<file path="src/pfc_cfg.svh">
// constants of the port function configuration block
`ifndef PFC_CFG_SVH
`define PFC_CFG_SVH
`define PFC_NPORTS 12
`define PFC_IDX_W 4
`define PFC_WORD_W 16
`define PFC_FSEL_HI 15
`define PFC_FSEL_LO 12
`define PFC_PRM_B11 11
`define PFC_MODE_HIZ 4'h0
`define PFC_MODE_GPI 4'h1
`define PFC_MODE_XLAT 4'h2
`define PFC_NO_XLAT_A 4'h5
`define PFC_NO_XLAT_B 4'hB
`define PFC_CFG_RST 16'h0000
`define PFC_CLK_MHZ 50
`define PFC_SETTLE_US 1000
`define PFC_SETTLE_CYC (`PFC_CNT_W'(`PFC_SETTLE_US * `PFC_CLK_MHZ))
`define PFC_CNT_W 16
`define PFC_CNT_ONE 16'h0001
`endif

</file>
<file path="src/pfc_pkg.sv">
// types of the port function configuration block
package pfc_pkg;
  typedef enum logic [1:0] {
    PFC_ST_READY = 2'b01,
    PFC_ST_SETTLE = 2'b10
  } pfc_settle_t;
  typedef logic [15:0] pfc_word_t;
endpackage

</file>
<file path="src/pfc_path_if.sv">
// carrier between the configuration bank and one port's input path
`timescale 1ns/1ps
`default_nettype none
interface pfc_path_if;
  logic enable;
  logic thr_wr;
  logic cmp_raw;
  logic mask;
  logic evmode;
  logic level;
  logic event_p;
  logic settling;
  modport ctl (output enable, output thr_wr, output cmp_raw, output mask, output evmode,
    input level, input event_p, input settling);
  modport path (input enable, input thr_wr, input cmp_raw, input mask, input evmode,
    output level, output event_p, output settling);
endinterface
`default_nettype wire

</file>
<file path="src/pfc_input_path.sv">
// one port's digital input path with threshold settling
`timescale 1ns/1ps
`default_nettype none
`include "pfc_cfg.svh"
module pfc_input_path
  import pfc_pkg::*;
#(
  parameter logic [`PFC_CNT_W-1:0] SETTLE_CYC = `PFC_SETTLE_CYC
) (
  input wire logic mclk,
  input wire logic srst,
  pfc_path_if.path pif
);
  pfc_settle_t st_r, st_nxt;
  logic [`PFC_CNT_W-1:0] cnt_r, cnt_nxt;
  logic level_r, level_nxt;
  logic event_r, event_nxt;

  always_comb begin
    st_nxt = st_r;
    cnt_nxt = cnt_r;
    level_nxt = level_r;
    event_nxt = 1'b0;
    case (st_r)
      PFC_ST_READY: begin
        // compare result only trusted once the threshold has settled
        if (pif.enable) begin
          level_nxt = pif.cmp_raw;
        end else begin
          level_nxt = 1'b0;
        end
      end
      PFC_ST_SETTLE: begin
        // old level held while enabled, cleared when disabled; a new write restarts the wait below
        if (cnt_r <= `PFC_CNT_ONE) begin
          st_nxt = PFC_ST_READY;
        end else begin
          cnt_nxt = cnt_r - `PFC_CNT_ONE;
        end
        if (!pif.enable) begin
          level_nxt = 1'b0;
        end
      end
      default: begin
        st_nxt = PFC_ST_READY;
      end
    endcase
    if (pif.thr_wr) begin
      st_nxt = PFC_ST_SETTLE;
      cnt_nxt = SETTLE_CYC;
    end
    // masked ports never flag a change, so a host can reconfigure quietly
    event_nxt = pif.enable && (level_nxt != level_r) && !pif.mask && pif.evmode;
  end

  always_ff @(posedge mclk) begin
    if (srst) begin
      st_r <= PFC_ST_READY;
      cnt_r <= '0;
      level_r <= 1'b0;
      event_r <= 1'b0;
    end else begin
      st_r <= st_nxt;
      cnt_r <= cnt_nxt;
      level_r <= level_nxt;
      event_r <= event_nxt;
    end
  end

  assign pif.level = level_r;
  assign pif.event_p = event_r;
  assign pif.settling = (st_r == PFC_ST_SETTLE);
endmodule // pfc_input_path
`default_nettype wire

</file>
<file path="src/pfc_port_function_config.sv">
// per-port function configuration bank for twelve mixed-signal ports
// How it works
// - every port 0 to 11 has a 4-bit function select in bits 15:12 of its config word.
// - select 0000 puts the port in high impedance with no function active.
// - select 0001 makes a digital input reporting one when the pin exceeds its threshold.
// - a newly written threshold may take up to 1 ms to become effective.
// - the comparison result is readable in the port's bit of the input level register.
// - select 0010 on the lower port of a pair links the pair as a two-way translator.
// - a translator port shows its activity through its digital input path.
// - parameter bit 11 picks the converter reference: 0 internal, 1 the DAC reference.
// - parameter bit 11 set inverts forwarded input data, clear passes it unchanged.
`timescale 1ns/1ps
`default_nettype none
`include "pfc_cfg.svh"
module pfc_port_function_config
  import pfc_pkg::*;
#(
  parameter logic [`PFC_CNT_W-1:0] SETTLE_CYC = `PFC_SETTLE_CYC
) (
  input wire logic mclk,
  input wire logic srst,
  input wire logic cfg_wr_en,
  input wire logic cfg_rd_en,
  input wire logic [`PFC_IDX_W-1:0] cfg_port,
  input wire logic [`PFC_WORD_W-1:0] cfg_wdata,
  output logic [`PFC_WORD_W-1:0] cfg_rdata,
  output logic cfg_rvalid,
  input wire logic thr_wr_en,
  input wire logic [`PFC_IDX_W-1:0] thr_port,
  input wire logic [`PFC_NPORTS-1:0] cmp_above,
  input wire logic [`PFC_NPORTS-1:0] input_event_mask,
  input wire logic [`PFC_NPORTS-1:0] input_event_mode,
  output logic [`PFC_NPORTS-1:0] input_level_value,
  output logic [`PFC_NPORTS-1:0] input_event,
  output logic [`PFC_NPORTS-1:0] thr_settling,
  output logic [`PFC_NPORTS-1:0] port_hiz,
  output logic [`PFC_NPORTS-1:0] port_gpi_en,
  output logic [`PFC_NPORTS-1:0] xlat_link_en,
  output logic [`PFC_NPORTS-1:0] adc_ref_select,
  output logic [`PFC_NPORTS-1:0] forward_data
);
  pfc_word_t cfg_r [`PFC_NPORTS];
  pfc_word_t cfg_nxt [`PFC_NPORTS];
  logic [`PFC_WORD_W-1:0] rdata_r, rdata_nxt;
  logic rvalid_r, rvalid_nxt;
  logic [`PFC_NPORTS-1:0] hiz_r, hiz_nxt;
  logic [`PFC_NPORTS-1:0] gpi_r, gpi_nxt;
  logic [`PFC_NPORTS-1:0] xlat_r, xlat_nxt;
  logic [`PFC_NPORTS-1:0] aref_r, aref_nxt;
  logic [`PFC_NPORTS-1:0] fwd_r, fwd_nxt;
  logic [`PFC_NPORTS-1:0] level_w, event_w, settle_w;

  function automatic logic [3:0] fn_fsel(input pfc_word_t w);
    fn_fsel = w[`PFC_FSEL_HI:`PFC_FSEL_LO];
  endfunction

  // ports 5 and 11 have no upper partner, so the link is refused there
  function automatic logic fn_xlat(input pfc_word_t w, input logic [`PFC_IDX_W-1:0] idx);
    fn_xlat = (fn_fsel(w) == `PFC_MODE_XLAT) && (idx != `PFC_NO_XLAT_A)
      && (idx != `PFC_NO_XLAT_B);
  endfunction

  function automatic logic fn_in_path(input pfc_word_t w, input logic [`PFC_IDX_W-1:0] idx);
    fn_in_path = (fn_fsel(w) == `PFC_MODE_GPI) || fn_xlat(w, idx);
  endfunction

  // port index decode, shared by the word write and the threshold write
  function automatic logic fn_port_hit(input logic [`PFC_IDX_W-1:0] sel,
    input logic [`PFC_IDX_W-1:0] idx);
    fn_port_hit = (sel == idx);
  endfunction

  // configuration words and read port
  always_comb begin
    for (int i = 0; i < `PFC_NPORTS; i++) begin
      cfg_nxt[i] = cfg_r[i];
      if (cfg_wr_en && fn_port_hit(cfg_port, i[`PFC_IDX_W-1:0])) begin
        cfg_nxt[i] = cfg_wdata;
      end
    end
    rvalid_nxt = cfg_rd_en;
    rdata_nxt = '0;
    if (cfg_rd_en && (cfg_port < `PFC_IDX_W'(`PFC_NPORTS))) begin
      rdata_nxt = cfg_r[cfg_port];
    end
  end

  always_ff @(posedge mclk) begin
    if (srst) begin
      for (int i = 0; i < `PFC_NPORTS; i++) begin
        cfg_r[i] <= `PFC_CFG_RST;
      end
      rdata_r <= '0;
      rvalid_r <= 1'b0;
    end else begin
      for (int i = 0; i < `PFC_NPORTS; i++) begin
        cfg_r[i] <= cfg_nxt[i];
      end
      rdata_r <= rdata_nxt;
      rvalid_r <= rvalid_nxt;
    end
  end

  // mode decode, registered so the pin controls never glitch on a write
  always_comb begin
    for (int i = 0; i < `PFC_NPORTS; i++) begin
      hiz_nxt[i] = (fn_fsel(cfg_r[i]) == `PFC_MODE_HIZ);
      gpi_nxt[i] = fn_in_path(cfg_r[i], i[`PFC_IDX_W-1:0]);
      xlat_nxt[i] = fn_xlat(cfg_r[i], i[`PFC_IDX_W-1:0]);
      aref_nxt[i] = cfg_r[i][`PFC_PRM_B11];
      fwd_nxt[i] = level_w[i] ^ cfg_r[i][`PFC_PRM_B11];
    end
  end

  always_ff @(posedge mclk) begin
    if (srst) begin
      hiz_r <= '1;
      gpi_r <= '0;
      xlat_r <= '0;
      aref_r <= '0;
      fwd_r <= '0;
    end else begin
      hiz_r <= hiz_nxt;
      gpi_r <= gpi_nxt;
      xlat_r <= xlat_nxt;
      aref_r <= aref_nxt;
      fwd_r <= fwd_nxt;
    end
  end

  // one input path per port
  for (genvar g = 0; g < `PFC_NPORTS; g++) begin : g_path
    pfc_path_if pif ();
    assign pif.enable = gpi_r[g];
    assign pif.thr_wr = thr_wr_en && fn_port_hit(thr_port, `PFC_IDX_W'(g));
    assign pif.cmp_raw = cmp_above[g];
    assign pif.mask = input_event_mask[g];
    assign pif.evmode = input_event_mode[g];
    assign level_w[g] = pif.level;
    assign event_w[g] = pif.event_p;
    assign settle_w[g] = pif.settling;
    pfc_input_path #(
      .SETTLE_CYC(SETTLE_CYC)
    ) u_path (
      .mclk(mclk),
      .srst(srst),
      .pif(pif)
    );
  end

  assign cfg_rdata = rdata_r;
  assign cfg_rvalid = rvalid_r;
  assign input_level_value = level_w;
  assign input_event = event_w;
  assign thr_settling = settle_w;
  assign port_hiz = hiz_r;
  assign port_gpi_en = gpi_r;
  assign xlat_link_en = xlat_r;
  assign adc_ref_select = aref_r;
  assign forward_data = fwd_r;
endmodule // pfc_port_function_config
`default_nettype wire

</file>
<file path="config.mk">
export PLATFORM = sky130hd
export DESIGN_NAME = pfc_port_function_config
export DESIGN_NICKNAME = d
export VERILOG_FILES = /design/src/pfc_pkg.sv /design/src/pfc_path_if.sv /design/src/pfc_input_path.sv /design/src/pfc_port_function_config.sv
export VERILOG_INCLUDE_DIRS = /design/src
export SDC_FILE = /design/constraint.sdc
export NUM_CORES = 1
export LEC_CHECK = 0
export BUFFER_PORTS_ARGS = -buffer_cell sky130_fd_sc_hd__buf_2
export CAP_MARGIN = 20
export CORE_ASPECT_RATIO = 0.7
export CORE_MARGIN = 8
export CORE_UTILIZATION = 40
export DETAILED_ROUTE_END_ITERATION = 8
export GPL_TIMING_DRIVEN = 0
export PLACE_DENSITY = 0.58
export SYNTH_ARGS = -nofsm -noshare
export SYNTH_HDL_FRONTEND = slang
export SYNTH_HIERARCHICAL = 1
export SYNTH_SLANG_ARGS = --single-unit
</file>
<file path="constraint.sdc">
create_clock -name mclk -period 2.5 [get_ports mclk]
set_input_delay 0.125 -clock mclk [delete_from_list [all_inputs] [get_ports mclk]]
set_output_delay 0.125 -clock mclk [all_outputs]
set_load 0.1 [all_outputs]
</file>
# Word-level counts from Yosys, hierarchy flattened
# Memories as Yosys holds them, arrays and structs flattened. A register that Yosys moved wholly into a read port is not among the register bits.
# Cells that the tools add are included.
[op_classes]
n_eq_ne = 116
bitwise_logic = 37
magnitude_cmp = 13
n_addsub = 12
mux = 135
n_reduce_logical = 158
[op_table]
columns = ["operator", "count"]
rows = [
  ["2-to-1 mux 16 bit", 60],
  ["<= comparator 16 x 1 -> 1 bit, second input constant", 12],
  ["subtractor 16 x 1 -> 16 bit, second input constant", 12],
  ["AND reduction 2 bit", 36],
  ["logical AND 1 bit", 61],
  ["equality test 4 x 1 -> 1 bit, second input constant", 14],
  ["equality test 4 x 2 -> 1 bit, second input constant", 14],
  ["zero test 4 bit", 14],
  ["2-to-1 mux 2 bit", 24],
  ["inequality test 2 bit, second input constant", 24],
  ["one-hot mux 2 bit (2 select lines)", 12],
  ["inequality test 3 x 2 -> 1 bit, second input constant", 12],
  ["equality test 4 x 3 -> 1 bit, second input constant", 8],
  ["equality test 4 bit, second input constant", 8],
  ["2-to-1 mux 1 bit", 27],
  ["OR reduction 2 bit", 13],
  ["equality test 2 x 1 -> 1 bit, second input constant", 12],
  ["equality test 2 bit, second input constant", 12],
  ["one-hot mux 1 bit (2 select lines)", 12],
  ["nonzero test 2 bit", 12],
  ["NOT 1 bit", 13],
  ["zero test 1 bit", 12],
  ["inequality test 1 bit", 12],
  ["OR 1 bit", 12],
  ["3 further kinds", 23],
]
[totals]
ramBits = 192
elab_cells = 539
register_bits = 301
memories = 1
output_inout_bits = 113
input_bits = 65
[mem_list]
columns = ["name", "depth", "width", "read_ports", "rd_ports_with_merged_regs", "wr", "line", "text"]
rows = [
  ["cfg_r", 12, 16, 13, 1, 12, "pfc_port_function_config.sv:42", "pfc_word_t cfg_r [`PFC_NPORTS];"],
]

# Logic depth before layout (Yosys ltp)
# Gate-level depths: netlist of run 1.
[logic_depth]
word_depth = 6
mapped_depth = 8
depth_no_buf = 6

# Modules after synthesis
# Netlist of run 1, hierarchy kept.
[by_module_without_submodules]
columns = ["mod", "n_inst", "cells_per_inst", "seq_area_each_um2", "area_per_inst_um2"]
rows = [
  ["pfc_input_path", 12, 136, 400.4, 1146.1],
  ["pfc_port_function_config", 1, 1301, 5345.1, 11654.9],
]

# Worst setup path after synthesis of run 1
# No wires, ideal clock.
[synth_path]
kind = "reg2reg"
from = "register g_path[0].u_path.st_r[0]"
to = "register g_path[0].u_path.cnt_r[13]"
n_path_buf = 2
arrival_time_ns = 2.335
required_ns = 2.428
period_less_slack_ns = 2.407
path_slack_ns = 0.093
setup_time_ns = 0.072
path_stages_with_launch = 9
cell_sequence = "dfxtp_1 inv_1 ha_1 buf_6 or4b_4 or4_1 buf_2 a2111oi_1 mux2i_1"
[synth_between]
elab_chain_len = 2
[synth_lines]
columns = ["item", "line", "text"]
rows = [
  ["from (decl)", "pfc_input_path.sv:14", "pfc_settle_t st_r, st_nxt;"],
  ["from (signal assigned)", "pfc_input_path.sv:63", "st_r <= st_nxt;"],
  ["equality test 2 bit", "n/a", ""],
  ["net g_path[0].pif.settling", "pfc_path_if.sv:12", "logic settling;"],
  ["AND reduction 2 bit (no line)", "n/a", ""],
  ["to (signal assigned)", "pfc_input_path.sv:64", "cnt_r <= cnt_nxt;"],
  ["to (decl)", "pfc_input_path.sv:15", "logic [`PFC_CNT_W-1:0] cnt_r, cnt_nxt;"],
]
# The timed path passes the listed nets, and every way through them passes these cells.
# A chain may end at the register's enable or synchronous reset.

# Worst setup path in the final report of run 1
[layout_path]
from = "register g_path[6].u_path.st_r[0]"
to = "register g_path[6].u_path.cnt_r[15]"
[layout_between]
elab_chain_len = 3
[layout_lines]
columns = ["item", "line"]
rows = [
  ["from (decl)", "pfc_input_path.sv:14"],
  ["from (signal assigned)", "pfc_input_path.sv:63"],
  ["equality test 2 bit", "n/a"],
  ["net g_path[6].pif.settling", "pfc_path_if.sv:12"],
  ["nonzero test 2 bit (no line)", "n/a"],
  ["AND reduction 2 bit (no line)", "n/a"],
  ["to (signal assigned)", "pfc_input_path.sv:64"],
  ["to (decl)", "pfc_input_path.sv:15"],
]
# The timed path passes the listed nets, and every way through them passes these cells.

==> impl_metrics.ini, run 1 <==
[cts]
cts_root_buf = clkbuf_16
cts_sinks = 507
clk_latency_ns = 0.62
cts_buffer_depth = 3
htree_levels = 2
numCtsBuffers = 52
cts_tree = built
cts.clk_slew.worst_paths_ns = 0.07

[power]
p_int_mw = 13.52
ir_drop_mv = 0.4885
p_switching_mw = 4.781
comb_power_share = 0.095
clkPwrFrac = 0.453
p_seq_frac = 0.452
power_density_mw_per_mm2 = 604.7
sw_frac_of_total = 0.2612
power_leakage_nw = 11.58
finalPower_mw = 18.30

[route]
vias_per_cell = 5.966
drt_first_pass_iters = 5
wirelength_mm = 86.52
drt_iter0_drc = 2581
vias = 24610
drc = 0
ant_nets = 0
drt-wirelength-per-cell_um = 20.98

[synth]
yosysWarnings = 6
synthSimpleGateAreaFrac = 0.2210
avgSynthCellArea_um2 = 8.663
synth_edf_count = 0
synthArstFlopShare = 0
yosysSeqAreaShare = 0.3995
ys_ff_latch = 507
yosys-mux-area-fraction = 0.04412
synth_xor_area_frac = 0.01172
syn_area_mm2 = 0.02541
ys_types = 63
synth-main-ff-cell = dfxtp_1
synth_compound_area_frac = 0.2256
synthAdderAreaFrac = 0.02364
synth_top_family_by_area = compound AO/OA/AOI/OAI gates
postSynthCellCount = 2933

[floorplanning]
num_io_pins = 178
die_h_um = 226.9
die_w_um = 317.2
placementRows = 77
initial_core_util = 0.4033
die_area_mm2 = 0.07197
core_area_mm2 = 0.06301

[global_routing]
grt-ovfl-total = 0
antenna_found_initial = 3
track_usage = 0.2309
grt_max_degree = 37
grt_pass1_vias = 23350
grt_pass1_wl_mm = 133.2

[worst_setup_path]
endpoint_kind = register
cp-startpoint = g_path[6].u_path/st_r[0]
cp_max_fo = 7
required_ns = 3.03
crit_arrival_ns = 2.98
critPathLaunchType = register
reg2reg_from = g_path[6].u_path/st_r[0]
critPathKind = register to register

[placement]
pre_cts_ws_ns = -0.6069
gp_congestion = 0.9670
dp_hpwl_mm = 62.90
port_buffers = 174
place_area_mm2 = 0.02734

[timing]
worstMarginPinSlew_ns = 1.177
skew_ns = 0.03512
relSlewSlack = 0.2083
hold_viol = 0
clock.fmax_ghz = 0.4079
setup_viol = 0
fin_setup_tns_ns = 0
period_share = 0.9808
setup_ws_ns = 0.04812
fin_crit_ns = 2.452
final_max_slew_viol_count = 0

[layout]
fin_area_mm2 = 0.03027
layout_common_cells = dfxtp_1 (496), a21oi_1 (287), nand3_1 (216)
layout_commonest_cell = dfxtp_1
n_fill_cell = 6031
drive_above_1_share = 0.1900
fin_nets = 3364
syn_to_final_growth_pct = 19.14

[job]
maxCapViolCount = 0

[status]
status = complete, no violations

[worst_hold_path]
min_path_type = primary input to register
hold_start = cfg_wr_en
-- power groups by stage --
stage	clock (mW)	sequential (mW)	combinational, mW
2_1_floorplan	0	8.55	0.931
3_3_place_gp	0	8.44	1.58
3_5_place_dp	0	8.45	1.61
4_1_cts	8.47	8.27	1.68
5_1_grt	8.79	8.28	1.85
6_report	8.29	8.27	1.74
-- area by class of cell --
class	instances	area, um2	area share
Multi-Input combinational cell	2072	13640	0.4505
Inverter	85	319.1	0.01054
Buffer	263	1565	0.05171
Sequential cell	507	10160	0.3358
Antenna cell	2	5.005	0.0001653
Tap cell	829	1037	0.03427
Clock inverter	21	249.0	0.008226
Timing Repair Buffer	270	1732	0.05721
Clock buffer	76	1564	0.05167
-- flip-flops by register name, indices dropped and copies added, names as in the netlist --
signal,cells
forward_data,12
cfg_rvalid,1
g_path.u_path/st_r,24
port_hiz,12
xlat_link_en,10
adc_ref_select,12
g_path.u_path/pif.event_p,12
cfg_r,192
g_path.u_path/cnt_r,192
cfg_rdata,16
g_path.u_path/pif.level,12
port_gpi_en,12
-- timing repair --
action	in CTS	in global routing
endpoints found under the setup margin	29	31
gates resized for setup	55	33
pin swaps	6	15
hold buffers	53	0
hold endpoints to repair	57	0
buffers inserted	21	19
-- per-layer routing --
layer  vias up  track usage  wire [um]
li1      11560            -          -
met4         0      0.06331       2173
met3       137      0.04954       7596
met5         -            0          0
met1     11870       0.3283      39730
met2      1036       0.3508      37030
-- cells in the mapped netlist (13+ instances only) --
library cell	count	share of area
dfxtp_1	507	0.40
a21oi_1	288	0.057
nand3_1	216	0.043
nor2_1	190	0.028
o21ai_0	167	0.033
clkbuf_1	124	0.018
nand2_1	98	0.014
o21ai_1	87	0.017
inv_1	85	0.013
mux2i_1	76	0.030
nor3_1	75	0.015
buf_4	65	0.019
or3_1	62	0.015
or4_1	60	0.018
nor4_1	56	0.014
ha_1	48	0.024
buf_2	45	0.0089
o22ai_1	44	0.011
a211oi_1	36	0.011
a311oi_1	36	0.012
o31ai_1	36	0.011
or2_2	36	0.0089
buf_6	34	0.015
nand2b_1	30	0.0074
and2_1	25	0.0062
a2111o_1	24	0.011
a2111oi_0	24	0.0083
a21o_2	24	0.0083
nand4b_1	24	0.0083
o41ai_1	22	0.0076
xnor2_1	22	0.0076
mux4_2	16	0.014
o311a_1	16	0.0063
nor3b_1	14	0.0041
nor2b_1	13	0.0032
-- critical path, stage by stage, from the launching register on --
cell	delay [ns]
dfxtp_2	0.33
inv_1	0.05
ha_2	0.18
buf_6	0.10
or4b_4	0.47
or4_4	0.49
buf_6	0.15
or4_4	0.47
a31oi_1	0.13
-- final timing paths --
path / slack [ns] / cells after the start / endpoint
setup reg to reg: 0.05 / 8 / g_path[6].u_path/cnt_r[15]
setup / recovery: 0.05 / 8 / g_path[6].u_path/cnt_r[15]
hold / removal: 0.05 / 4 / cfg_r[9][15]
hold reg to reg: 0.48 / 2 / cfg_r[8][8]
-- metrics by stage --
stage               hold slack, ns  cells    util
detailed placement          0.2834   3938  0.4339
global placement            0.2856   3937  0.4336
CTS                        0.02058   4108  0.4767
finish                     0.04540   4125  0.4804
global route               0.04669   4125  0.4804
floorplan                   0.1974   2934       -
-- cell families (layout without fill, tap and decap cells) --
group	after synthesis	after routing
simple gates	995	995
compound gates	901	901
flops	507	507
buf+inv	355	715
mux	92	92
fa+ha+maj	48	48
xor+xnor	34	34
other cells	1	4
No activity file was read; power rests on OpenSTA's default activity.
==> inputs of run 2 (changes only) <==
- PLACE_DENSITY: 0.58 -> 0.56
- clock period: 2.5 -> 2.8 ns (I/O delays scaled with it)
==> run 2 against run 1 <==
- clock skew fell by 0.012 ns
- total power fell by 9.5%
- die area did not move
- clock power fell by 7.7%
- final cell count fell by 0.85%
- combinational power fell by 11%
- sequential power fell by 11%
- core utilization fell by 0.83 points
- critical path depth fell by 3
- routed wire length rose by 0.10%
- hold slack improved by 0.034 ns
==> impl_metrics.ini, run 2 (synthesis gave the netlist of run 1 again) <==
[status]
status = complete, no violations

[cts]
cts_setup_buffers = 0
htree_levels = 2
cts_buffer_depth = 3
cts_sinks = 507
numCtsBuffers = 53
clk_latency_ns = 0.61
cts_root_buf = clkbuf_16
cts.clk_slew.worst_paths_ns = 0.07
cts_tree = built

[global_routing]
grt_pass1_wl_mm = 132.3
track_usage = 0.2309
antenna_found_initial = 3
grt_pass1_vias = 22780
grt_max_degree = 62
grt-ovfl-total = 0

[worst_hold_path]
min_path_type = primary input to register

[timing]
skew_ns = 0.02279
rsz0062_at_grt = false
fin_setup_tns_ns = 0
worstMarginPinSlew_ns = 1.154
relSlewSlack = 0.2309
hold_viol = 0
clock.fmax_ghz = 0.3696
fin_crit_ns = 2.706
setup_viol = 0
final_max_slew_viol_count = 0
period_share = 0.9663
hold_ws_ns = 0.07975

[worst_setup_path]
crit_arrival_ns = 3.13
critPathKind = primary input to register
endpoint_kind = register
required_ns = 3.23
cp_max_fo = 62
critPathLaunchType = primary input

[placement]
dp_hpwl_mm = 63.58
port_buffers = 174
gp_congestion = 0.9344
place_area_mm2 = 0.02732

[layout]
multi_input_area_mm2 = 0.01339
layout_common_cells = dfxtp_1 (507), a21oi_1 (288), buf_2 (218)
largestRegisters = cfg_r: 192 flops, g_path.u_path/cnt_r: 192 flops, g_path.u_path/st_r: 24 flops
fin_area_mm2 = 0.02975
n_fill_cell = 6051
syn_to_final_growth_pct = 17.07
drive_above_1_share = 0.1663
fin_nets = 3329
layout_commonest_cell = dfxtp_1
regArea_mm2 = 0.01015

[route]
vias_per_cell = 5.929
wirelength_mm = 86.61
drt-wirelength-per-cell_um = 21.18
drt_iter0_drc = 2577
vias = 24250
drt_first_pass_iters = 5
ant_nets = 0
drc = 0

[power]
clkPwrFrac = 0.461
ir_drop_mv = 0.4478
p_seq_frac = 0.446
comb_power_share = 0.093
p_int_mw = 12.26
power_density_mw_per_mm2 = 557.1
finalPower_mw = 16.57
sw_frac_of_total = 0.2603
power_leakage_nw = 11.39
p_switching_mw = 4.314

[floorplanning]
die_w_um = 317.2
die_area_mm2 = 0.07197
num_io_pins = 178
core_area_mm2 = 0.06301
die_h_um = 226.9
initial_core_util = 0.4033
placementRows = 77

[job]
maxCapViolCount = 0
-- run 2: what timing repair did --
item                                    CTS  global route
endpoints found under the hold margin    57             0
gates resized for setup                   0             4
endpoints found under the setup margin    0             4
hold buffers                             53             0
-- run 2: worst paths after layout --
path	from	cells after the start	slack [ns]	to
hold / removal	cfg_wr_en	4	0.08	cfg_r[10][15]
setup / recovery	srst	5	0.09	forward_data[5]
setup reg to reg	g_path[9].u_path/st_r[0]	8	0.14	g_path[9].u_path/cnt_r[13]
hold reg to reg	cfg_r[7][4]	2	0.48	cfg_r[7][4]
-- run 2: area by class of cell --
class | count | area share
Multi-Input combinational cell | 2072 | 0.4502
Sequential cell | 507 | 0.3412
Buffer | 270 | 0.05275
Clock buffer | 74 | 0.05237
Timing Repair Buffer | 227 | 0.04719
Tap cell | 829 | 0.03487
Inverter | 85 | 0.01073
Clock inverter | 25 | 0.01060
Antenna cell | 1 | 0.00008413
-- run 2: power groups by stage --
stage               Combinational [mW]  Sequential, mW  Clock, mW
floorplan                        0.831            7.64          0
global placement                  1.42            7.54          0
detailed placement                1.45            7.54          0
CTS                               1.50            7.38       7.81
global route                      1.64            7.39       8.12
finish                            1.54            7.38       7.65
-- run 2: stage by stage --
| stage | cells | util | setup WS, ns |
|---|---|---|---|
| 3_3_place_gp | 3937 | 0.4336 | -1.061 |
| 2_1_floorplan | 2934 | - | 0.3928 |
| 3_5_place_dp | 3937 | 0.4336 | -0.6134 |
| 4_1_cts | 4089 | 0.4718 | 0.02354 |
| 6_report | 4090 | 0.4721 | 0.09435 |
| 5_1_grt | 4089 | 0.4721 | 0.005436 |
-- run 2: routing by layer --
layer | vias to the layer above | part of all wire | GRT usage
li1 | 11500 | - | -
met1 | 11660 | 0.46 | 0.3331
met2 | 959 | 0.42 | 0.3399
met3 | 129 | 0.094 | 0.05300
met4 | 4 | 0.029 | 0.06843
met5 | - | 0.00020 | 0
-- run 2: critical path, stage by stage --
cell      delay [ns]
buf_4           0.62
clkbuf_1        0.41
clkbuf_1        0.87
buf_1           0.92
nor2_1          0.11
